### src/rtl/scm_regs.vh
// Purpose: Constants of the switch contact monitor: word layouts, reset values, timing.
// Assumes: Core clock of 200 MHz; included by the tick divider and the top level of the block.
// Notes: Definitions only.
`ifndef SCM_REGS_VH
`define SCM_REGS_VH

// ****************************************************************
// Serial words
// ****************************************************************
`define SCM_WORD_W 16
`define SCM_BITCNT_W 5
`define SCM_BITCNT_FULL 5'h10

// ****************************************************************
// Command word fields
// ****************************************************************
`define SCM_CMD_MASK_LSB 0
`define SCM_CMD_MASK_MSB 7
`define SCM_CMD_POLA_BIT 8
`define SCM_CMD_POLB_BIT 9
`define SCM_CMD_HYSTERESIS_SET_PIN_BIT 10
`define SCM_CMD_WETEN_BIT 11
`define SCM_CMD_WETTING_ON_IN01_BIT 12
`define SCM_CMD_SCAN_LSB 13
`define SCM_CMD_SCAN_MSB 15
`define SCM_CMD_RESET 16'h0000

// ****************************************************************
// Status word fields
// ****************************************************************
`define SCM_STAT_SW_LSB 0
`define SCM_STAT_SW_MSB 7
`define SCM_STAT_OT_BIT 8
`define SCM_STAT_RESET 8'h00

// ****************************************************************
// Timing
// ****************************************************************
// Two hundred cycles of 5 ns make the 1 us tick.
`define SCM_TICK_CYC 8'hC8
`define SCM_SCAN_PULSE_US 18'h000FA
`define SCM_SCAN_UNIT_US 18'h003E8
`define SCM_TIMER_W 18
`define SCM_DEB_W 25

// ****************************************************************
// Operating states
// ****************************************************************
`define SCM_ST_W 3

`endif

### src/rtl/scm_sync.v
// Purpose: Two-flop synchroniser for a vector of asynchronous levels.
// Assumes: Each bit is an independent level; reset value is zero.
// Notes: The first stage feeds only the second stage.
module scm_sync #(
   parameter W = 1
) (
   // Clock and reset
   input wire core_clk,
   input wire rst_n,
   // Levels
   input wire [W-1:0] async_in,
   output wire [W-1:0] sync_out
);

   reg [W-1:0] meta_reg;
   reg [W-1:0] sync_reg;

   always @(posedge core_clk or negedge rst_n) begin
      if (!rst_n) begin
         meta_reg <= {W{1'b0}};
         sync_reg <= {W{1'b0}};
      end else begin
         meta_reg <= async_in;
         sync_reg <= meta_reg;
      end
   end

   assign sync_out = sync_reg;

endmodule

### src/rtl/scm_tick.v
// Purpose: Divider that gives a one-cycle enable pulse every fixed number of cycles.
// Assumes: Period of at least two cycles.
// Notes: Used as the microsecond time base of the scan sequencer.
`include "scm_regs.vh"
module scm_tick #(
   parameter [7:0] PERIOD = `SCM_TICK_CYC
) (
   // Clock and reset
   input wire core_clk,
   input wire rst_n,
   // Enable pulse
   output reg tick
);

   reg [7:0] cnt_reg;

   always @(posedge core_clk or negedge rst_n) begin
      if (!rst_n) begin
         cnt_reg <= 8'h00;
         tick <= 1'b0;
      end else if (cnt_reg == PERIOD - 8'h01) begin
         cnt_reg <= 8'h00;
         tick <= 1'b1;
      end else begin
         cnt_reg <= cnt_reg + 8'h01;
         tick <= 1'b0;
      end
   end

endmodule

### src/rtl/scm_top.v
// Purpose: Digital core of an eight-channel mechanical switch contact monitor.
// Assumes: Switch inputs arrive as comparator levels; serial lines from an external master.
// Notes: Open-drain pins are output plus enable; the enable is high while the pin is pulled low.
`include "scm_regs.vh"
module scm_top #(
   parameter [`SCM_TIMER_W-1:0] SCAN_PULSE_US = `SCM_SCAN_PULSE_US,
   parameter [`SCM_TIMER_W-1:0] SCAN_UNIT_US = `SCM_SCAN_UNIT_US
) (
   // Clock and reset
   input wire core_clk,
   input wire rst_n,
   // Serial port
   input wire spi_sck,
   input wire spi_cs_n,
   input wire spi_sdi,
   output reg spi_sdo_o,
   output reg spi_sdo_oe,
   // Switch inputs and analog status
   input wire [7:0] switch_inputs,
   input wire thermal_warn,
   input wire shutdown_n,
   input wire [`SCM_DEB_W-1:0] debounce_cycles,
   // Open-drain alerts
   output wire switch_change_irq_n_o,
   output reg switch_change_irq_n_oe,
   output wire overtemp_warn_n_o,
   output reg overtemp_warn_n_oe,
   // Direct level-shifted outputs
   output reg direct_out0,
   output reg direct_out1,
   output reg direct_out_oe,
   // Analog front-end controls
   output reg [7:0] sense_enable,
   output reg [7:0] wetting_enable,
   output reg [7:0] battery_reference,
   output reg hysteresis_enable
);

   // ****************************************************************
   // Functions
   // ****************************************************************
   function [`SCM_TIMER_W-1:0] scm_period;
      input [2:0] sel;
      begin
         scm_period = SCAN_UNIT_US << sel;
      end
   endfunction

   // ****************************************************************
   // Synchronisers and edge detection
   // ****************************************************************
   wire [12:0] sync_w;
   wire sck_s;
   wire cs_act_s;
   wire sdi_s;
   wire sd_s;
   wire therm_s;
   wire [7:0] in_s;
   reg sck_d_reg;
   reg cs_d_reg;
   reg therm_d_reg;
   wire sck_rise;
   wire sck_fall;
   wire cs_fall;
   wire cs_rise;
   wire tick;

   scm_sync #(.W(13)) u_sync (
      .core_clk(core_clk),
      .rst_n(rst_n),
      .async_in({switch_inputs, thermal_warn, shutdown_n, spi_sdi, ~spi_cs_n, spi_sck}),
      .sync_out(sync_w)
   );

   scm_tick u_tick (
      .core_clk(core_clk),
      .rst_n(rst_n),
      .tick(tick)
   );

   assign sck_s = sync_w[0];
   assign cs_act_s = sync_w[1];
   assign sdi_s = sync_w[2];
   assign sd_s = sync_w[3];
   assign therm_s = sync_w[4];
   assign in_s = sync_w[12:5];
   assign sck_rise = cs_act_s & sck_s & ~sck_d_reg;
   assign sck_fall = cs_act_s & ~sck_s & sck_d_reg;
   assign cs_fall = cs_act_s & ~cs_d_reg;
   assign cs_rise = ~cs_act_s & cs_d_reg;

   always @(posedge core_clk or negedge rst_n) begin
      if (!rst_n) begin
         sck_d_reg <= 1'b0;
         cs_d_reg <= 1'b0;
         therm_d_reg <= 1'b0;
      end else begin
         sck_d_reg <= sck_s;
         cs_d_reg <= cs_act_s;
         therm_d_reg <= therm_s;
      end
   end

   // ****************************************************************
   // Command word and decoded settings
   // ****************************************************************
   reg [`SCM_WORD_W-1:0] cmd_reg;
   reg [`SCM_STAT_SW_MSB:0] status_reg;
   wire [7:0] irq_mask;
   wire pair_polarity_sel_a;
   wire pair_polarity_sel_b;
   wire wetting_on_in01;
   wire [2:0] scan_sel;
   wire [7:0] valid_w;
   wire [7:0] inv_w;
   wire [`SCM_WORD_W-1:0] status_word;

   assign irq_mask = cmd_reg[`SCM_CMD_MASK_MSB:`SCM_CMD_MASK_LSB];
   assign pair_polarity_sel_a = cmd_reg[`SCM_CMD_POLA_BIT];
   assign pair_polarity_sel_b = cmd_reg[`SCM_CMD_POLB_BIT];
   assign wetting_on_in01 = cmd_reg[`SCM_CMD_WETTING_ON_IN01_BIT];
   assign scan_sel = cmd_reg[`SCM_CMD_SCAN_MSB:`SCM_CMD_SCAN_LSB];
   // Inputs 0 and 1 take part in monitoring only when their wetting is on.
   assign valid_w = {6'h3F, wetting_on_in01, wetting_on_in01};
   // A ground-referenced switch reads closed when the line is low.
   assign inv_w = {{2{~pair_polarity_sel_b}}, {2{~pair_polarity_sel_a}}, 4'hF};
   assign status_word = {7'h00, therm_s, status_reg};

   // ****************************************************************
   // Serial shift logic
   // ****************************************************************
   reg [`SCM_WORD_W-1:0] tx_reg;
   reg [`SCM_WORD_W-1:0] rx_reg;
   reg [`SCM_BITCNT_W-1:0] bitcnt_reg;

   always @(posedge core_clk or negedge rst_n) begin
      if (!rst_n) begin
         tx_reg <= 16'h0000;
         rx_reg <= 16'h0000;
         bitcnt_reg <= 5'h00;
         cmd_reg <= `SCM_CMD_RESET;
         spi_sdo_o <= 1'b0;
         spi_sdo_oe <= 1'b0;
      end else begin
         spi_sdo_oe <= cs_act_s;
         if (cs_fall) begin
            tx_reg <= status_word;
            bitcnt_reg <= 5'h00;
         end else if (sck_rise) begin
            spi_sdo_o <= tx_reg[`SCM_WORD_W-1];
            tx_reg <= {tx_reg[`SCM_WORD_W-2:0], 1'b0};
         end else if (sck_fall) begin
            rx_reg <= {rx_reg[`SCM_WORD_W-2:0], sdi_s};
            if (bitcnt_reg != `SCM_BITCNT_FULL) begin
               bitcnt_reg <= bitcnt_reg + 5'h01;
            end
         end
         // Only a frame of sixteen bits or more replaces the command word, with its last sixteen bits.
         if (cs_rise && bitcnt_reg == `SCM_BITCNT_FULL) begin
            cmd_reg <= rx_reg;
         end
      end
   end

   // ****************************************************************
   // Operating mode sequencer
   // ****************************************************************
   localparam [`SCM_ST_W-1:0] ST_OFF = 3'h0;
   localparam [`SCM_ST_W-1:0] ST_NORM = 3'h1;
   localparam [`SCM_ST_W-1:0] ST_SWAIT = 3'h2;
   localparam [`SCM_ST_W-1:0] ST_SSENSE = 3'h3;
   localparam [`SCM_ST_W-1:0] ST_SDEB = 3'h4;
   reg [`SCM_ST_W-1:0] state_reg;
   reg [`SCM_ST_W-1:0] state_next;
   reg [`SCM_TIMER_W-1:0] timer_reg;
   reg [`SCM_TIMER_W-1:0] timer_next;
   wire [7:0] target_w;
   wire diff_w;
   wire deb_active;
   wire deb_fire;
   wire deb_quiet;

   assign deb_active = (state_reg == ST_NORM) || (state_reg == ST_SDEB);
   assign target_w = (in_s ^ inv_w) & valid_w;
   assign diff_w = (target_w != status_reg);

   always @* begin
      state_next = state_reg;
      timer_next = timer_reg;
      case (state_reg)
         ST_OFF: begin
            timer_next = {`SCM_TIMER_W{1'b0}};
            if (sd_s) begin
               state_next = (scan_sel == 3'h0) ? ST_NORM : ST_SWAIT;
            end
         end
         ST_NORM: begin
            if (scan_sel != 3'h0 && !diff_w) begin
               state_next = ST_SWAIT;
               timer_next = {`SCM_TIMER_W{1'b0}};
            end
         end
         ST_SWAIT: begin
            if (scan_sel == 3'h0) begin
               state_next = ST_NORM;
            end else if (tick) begin
               if (timer_reg >= scm_period(scan_sel) - SCAN_PULSE_US) begin
                  state_next = ST_SSENSE;
                  timer_next = {`SCM_TIMER_W{1'b0}};
               end else begin
                  timer_next = timer_reg + 18'h00001;
               end
            end
         end
         ST_SSENSE: begin
            if (tick) begin
               if (timer_reg >= SCAN_PULSE_US - 18'h00001) begin
                  // The window closes; a change seen here is debounced with sensing held on.
                  state_next = diff_w ? ST_SDEB : ST_SWAIT;
                  timer_next = {`SCM_TIMER_W{1'b0}};
               end else begin
                  timer_next = timer_reg + 18'h00001;
               end
            end
         end
         ST_SDEB: begin
            if (deb_fire || deb_quiet) begin
               state_next = ST_SWAIT;
               timer_next = {`SCM_TIMER_W{1'b0}};
            end
         end
         default: begin
            state_next = ST_OFF;
            timer_next = {`SCM_TIMER_W{1'b0}};
         end
      endcase
      if (!sd_s) begin
         state_next = ST_OFF;
      end
   end

   always @(posedge core_clk or negedge rst_n) begin
      if (!rst_n) begin
         state_reg <= ST_OFF;
         timer_reg <= {`SCM_TIMER_W{1'b0}};
      end else begin
         state_reg <= state_next;
         timer_reg <= timer_next;
      end
   end

   // ****************************************************************
   // Shared debounce timer
   // ****************************************************************
   reg [`SCM_DEB_W-1:0] deb_cnt_reg;
   reg [7:0] cand_reg;
   wire [7:0] changed_w;

   assign deb_quiet = !diff_w;
   assign deb_fire = deb_active && diff_w && (target_w == cand_reg) &&
                     (deb_cnt_reg >= debounce_cycles);
   assign changed_w = (target_w ^ status_reg) & ~irq_mask;

   always @(posedge core_clk or negedge rst_n) begin
      if (!rst_n) begin
         deb_cnt_reg <= {`SCM_DEB_W{1'b0}};
         cand_reg <= 8'h00;
         status_reg <= `SCM_STAT_RESET;
      end else begin
         if (!deb_active || !diff_w || target_w != cand_reg) begin
            // A reversion or a new pattern restarts the single common timer.
            deb_cnt_reg <= {`SCM_DEB_W{1'b0}};
            cand_reg <= target_w;
         end else if (!deb_fire) begin
            deb_cnt_reg <= deb_cnt_reg + 25'h0000001;
         end else begin
            deb_cnt_reg <= {`SCM_DEB_W{1'b0}};
         end
         if (deb_fire) begin
            status_reg <= target_w;
         end else begin
            status_reg <= status_reg & valid_w;
         end
      end
   end

   // ****************************************************************
   // Alerts
   // ****************************************************************
   assign switch_change_irq_n_o = 1'b0;
   assign overtemp_warn_n_o = 1'b0;

   always @(posedge core_clk or negedge rst_n) begin
      if (!rst_n) begin
         switch_change_irq_n_oe <= 1'b0;
         overtemp_warn_n_oe <= 1'b0;
      end else begin
         // A new event in the clearing cycle keeps the alert asserted.
         if (deb_fire && changed_w != 8'h00) begin
            switch_change_irq_n_oe <= 1'b1;
         end else if (cs_fall) begin
            switch_change_irq_n_oe <= 1'b0;
         end
         if (therm_s && !therm_d_reg) begin
            overtemp_warn_n_oe <= 1'b1;
         end else if (cs_fall) begin
            overtemp_warn_n_oe <= 1'b0;
         end
      end
   end

   // ****************************************************************
   // Front-end controls and direct outputs
   // ****************************************************************
   wire sensing_w;
   wire normal_w;

   assign sensing_w = (state_reg == ST_NORM) || (state_reg == ST_SSENSE) ||
                      (state_reg == ST_SDEB);
   assign normal_w = (state_reg == ST_NORM);

   always @(posedge core_clk or negedge rst_n) begin
      if (!rst_n) begin
         direct_out0 <= 1'b0;
         direct_out1 <= 1'b0;
         direct_out_oe <= 1'b0;
         sense_enable <= 8'h00;
         wetting_enable <= 8'h00;
         battery_reference <= 8'h00;
         hysteresis_enable <= 1'b0;
      end else begin
         direct_out_oe <= normal_w && !wetting_on_in01;
         direct_out0 <= in_s[0];
         direct_out1 <= in_s[1];
         sense_enable <= sensing_w ? valid_w : 8'h00;
         wetting_enable <= (sensing_w && cmd_reg[`SCM_CMD_WETEN_BIT] && !therm_s) ?
                           (status_reg & valid_w) : 8'h00;
         battery_reference <= ~inv_w;
         hysteresis_enable <= cmd_reg[`SCM_CMD_HYSTERESIS_SET_PIN_BIT];
      end
   end

endmodule

### config.mk
export PLATFORM = sky130hd
export DESIGN_NAME = scm_top
export DESIGN_NICKNAME = d
export VERILOG_FILES = /design/src/rtl/scm_sync.v /design/src/rtl/scm_tick.v /design/src/rtl/scm_top.v
export VERILOG_INCLUDE_DIRS = /design/src /design/src/rtl
export SDC_FILE = /design/constraint.sdc
export NUM_CORES = 1
export LEC_CHECK = 0
export ABC_AREA = 1
export BUFFER_PORTS_ARGS = -buffer_cell sky130_fd_sc_hd__clkbuf_2
export CORE_AREA = 5 5 153 126
export CTS_BUF_LIST = sky130_fd_sc_hd__clkbuf_4
export CTS_CLUSTER_SIZE = 20
export DETAILED_ROUTE_END_ITERATION = 8
export DIE_AREA = 0 0 158 131
export PLACE_DENSITY = 0.7
export SLEW_MARGIN = 20
export SYNTH_ARGS = -nofsm -noshare
export SYNTH_HDL_FRONTEND = slang
export SYNTH_SLANG_ARGS = --single-unit
export TNS_END_PERCENT = 100
### constraint.sdc
create_clock -name core_clk -period 2.7 [get_ports core_clk]
set_input_delay 0.405 -clock core_clk [delete_from_list [all_inputs] [get_ports core_clk]]
set_output_delay 0.405 -clock core_clk [all_outputs]
set_load 0.01 [all_outputs]
==> results by group <==
Logic synthesis
  – Xor/xnor share of the synthesized area: 2.45%
  – Compound-cell area share of the yosys netlist: 8.72%
  – Area share of the largest cell type after synthesis: 48.1%
  – Cell area after synthesis: 8950 µm²
  – Synth Warn #: 0
  – Post-synthesis mux area share: 0%
  – Largest family of logic cells by synthesized area: simple AND/OR/NAND/NOR gates
  – Post-synthesis adder-cell area fraction: 6.85%
  – Most common cell in the netlist: nand2_1
  – Synth top area cells: dfrtp_1 (48%), nand2_1 (11%), inv_1 (7.1%)
  – Largest area contributor in the netlist: dfrtp_1
  – Synth unique cells: 44
  – Top cells by count, synth: nand2_1 (265), dfrtp_1 (172), inv_1 (170)
  – Main synth FF type: dfrtp_1
  – Post-Synthesis Cells: 1104
  – Synthesis-stage register bit count: 172
  – Simple-gate share of the synthesized area: 24.1%
  – Post-synth EDFFs: 0
  – Sequential fraction of the synthesis area: 48.1%
  – Asr flop ratio synth: 100%
  – Synth Area per Inst: 8.11 µm²

Drt
  – Drt total wl: 18.5 mm
  – Avg WL per Cell: 12.9 µm
  – DR iter-0 viols: 446
  – Residual DRC: 0
  – Routed vias/inst: 4.94
  – 1st-pass router iterations: 5
  – Post-route ant nets: 0
  – DR vias: 7106

Place
  – Hpwl dp: 13.7 mm
  – Post-placement cell count: 1389
  – Number of port buffers: 67
  – Gpl congestion: 0.962

Die
  – Die Height: 131 µm
  – FP Rows: 44
  – I/O pins: 74
  – Initial Util: 50.7%
  – Core ar.: 17700 µm²
  – Die footprint: 20700 µm²
  – Die W: 158 µm

Timing
  – Fin Clk Skew: 0.0249 ns
  – Minimum clock period: 2.50 ns
  – # setup viols final: 0
  – Slew of the pin with the lowest slew margin: 0.601 ns
  – Final Max Tran Viols: 0
  – Slew headroom: 59.9%
  – Final Hold Violating Endpoints: 0
  – Peak Freq: 0.400 GHz
  – Setup_tns: 0 ns
  – Hold WS: 0.334 ns
  – Tcrit/Tclk final: 92.6%
  – RSZ-0062 raised after global routing: true

Worst setup path
  – Worst r2r dst: timer_reg[0]
  – Worst path required time: 3.22 ns
  – Slowest CP cell: dfrtp_1
  – Reg-to-Reg Start: cmd_reg[15]
  – CP endpoint: timer_reg[0]
  – Stages on worst setup path: 15
  – Arr. time, crit path: 3.02 ns
  – Critical Path Fanout Max: 7
  – Crit-path cells: inv_2 -> a21oi_4 -> ha_2 -> nand2_2 -> nand2_1 -> inv_1 -> ha_1 -> nand2_2 -> o21ai_0 -> a21oi_1 -> nand4_1 -> buf_6 -> o21bai_4 -> nand3_1 -> o21ai_1
  – Cell repeated most along the worst path: nand2_2
  – Critical path origin: cmd_reg[15]
  – Startpoint types: flip-flop
  – Bufs and invs on worst path: 3
  – Worst reg2reg path depth: 15
  – Worst setup path category: reg2reg
  – Worst reg-to-reg setup slack: 0.20 ns
  – Critical Path End Type: flip-flop
  – CP delay by family, top: compound AO/OA/AOI/OAI gates
  – Slowest stage delay, CP: 0.47 ns

Pwr
  – P_leak: 5.11 nW
  – Peak supply drop: 0.374 mV
  – Pwr Density: 497 nW/µm²
  – Pwr Total: 5.00 mW

Layout
  – Filler Cells Inserted: 1627
  – Final net count: 1285
  – Layout cell share with drive strength beyond 1: 13.4%
  – Largest register FFs: 25
  – Finished Core Util: 57.0%
  – Ant diodes: 0
  – Final non-filler cell total: 1438
  – Area Overhead vs Synth: 12.5%

Clocking
  – Root Driver: clkbuf_4
  – CTS buffer count: 17
  – CTS tree: built
  – Clock Tree Buf Depth: 2
  – Worst skew pair latency: 0.59 ns
  – CTS clk-pin slew, worst paths: 0.17 ns
  – Htree depth: 4
  – Number of clock sinks: 172

Global routing
  – Global-route wire length before repair: 31.8 mm
  – Initial antenna violation count: 0
  – GR Overflow Total: 0
  – Largest net degree at the start of global routing: 67
  – Vias in the first global route: 6771
  – Overall Global Routing Usage: 19.2%

Job
  – Max_cap viols: 0

Min path
  – Worst hold path class: in2async

Outcome
  – Status: complete, no violations
worst register-to-register path, cell delays in order, from the launching register on:
cell and delay [ns]:
dfrtp_1 0.47, inv_2 0.10, a21oi_4 0.14, ha_2 0.21, nand2_2 0.07, nand2_1 0.06
inv_1 0.04, ha_1 0.27, nand2_2 0.09, o21ai_0 0.09, a21oi_1 0.15, nand4_1 0.17
buf_6 0.18, o21bai_4 0.20, nand3_1 0.11, o21ai_1 0.09
placed cells by master, fill, tap and decap left out, drive strengths merged, types with 5 or more instances in the layout:
cell type / synthesis / final
a21oi: 33 / 33
inv: 178 / 186
nor2: 123 / 123
o22ai: 12 / 12
clkbuf: 9 / 83
xor2: 19 / 19
nor3b: 5 / 5
conb: 2 / 7
o21ai: 72 / 72
xnor2: 6 / 6
buf: 22 / 19
ha: 49 / 49
clkinv: 1 / 6
nor3: 25 / 25
dlygate4sd3: 0 / 14
dfrtp: 172 / 172
nand2: 271 / 271
nand4: 15 / 15
nand3: 60 / 60
per-layer routing:
| metal | part of all wire, % | vias to the layer above | GRT usage, % | wire length [µm] |
|---|---|---|---|---|
| met1 | 50 | 3221 | 28.0 | 9270 |
| li1 | - | 3686 | - | - |
| met2 | 42 | 175 | 29.0 | 7810 |
| met3 | 6.1 | 24 | 3.92 | 1120 |
| met5 | 0 | - | 0 | 0 |
| met4 | 1.5 | 0 | 5.82 | 282 |
metrics by stage:
| stage | area [µm²] | worst slack, ns |
|---|---|---|
| detailed placement | 9540 | -0.0764 |
| floorplan | 8970 | 0.231 |
| global placement | 9540 | 0.0614 |
| finish | 10100 | 0.199 |
| CTS | 9960 | 0.0442 |
| global route | 10100 | -0.0797 |
power by group:
part	switching [mW]	leakage, nW	internal (mW)
registers	0.0779	2.28	2.67
clock network	1.01	0.148	0.417
logic	0.563	2.69	0.255
how the worst min path moves through the flow:
stage,startpoint,to,slack [ns],depth (start not counted)
floorplan,rst_n,battery_reference[5],0.11,0
finish,rst_n,bitcnt_reg[0],0.33,2
global placement,u_sync.meta_reg[5],u_sync.sync_out[5],0.33,0
CTS,rst_n,bitcnt_reg[1],0.32,2
detailed placement,u_sync.meta_reg[8],u_sync.sync_out[8],0.33,0
global route,rst_n,bitcnt_reg[0],0.37,2
what timing repair did:
item / 4_1_cts / 5_1_grt
hold endpoints to repair: 76 / 0
pin swaps: 0 / 6
buffers inserted: 0 / 4
hold buffers: 14 / 0
setup endpoints to repair: 6 / 21
gates resized for setup: 1 / 24
cells by family (layout without fill, tap and decap cells):
family          Yosys count  count (layout)
simple gates            506             506
fa+ha+maj                49              49
flops                   172             172
buf+inv                 210             309
compound gates          140             140
other cells               2               7
xor+xnor                 25              25
final cells by class:
class	instances	area, µm²	share of cell area (%)
inverter	179	672	6.67
tap	230	288	2.86
sequential	172	4310	42.8
clock buffer	17	128	1.27
multi-input combinational	727	3880	38.5
timing repair buffer	99	649	6.45
clock inverter	14	149	1.48
No activity file was read; power rests on OpenSTA's default activity.
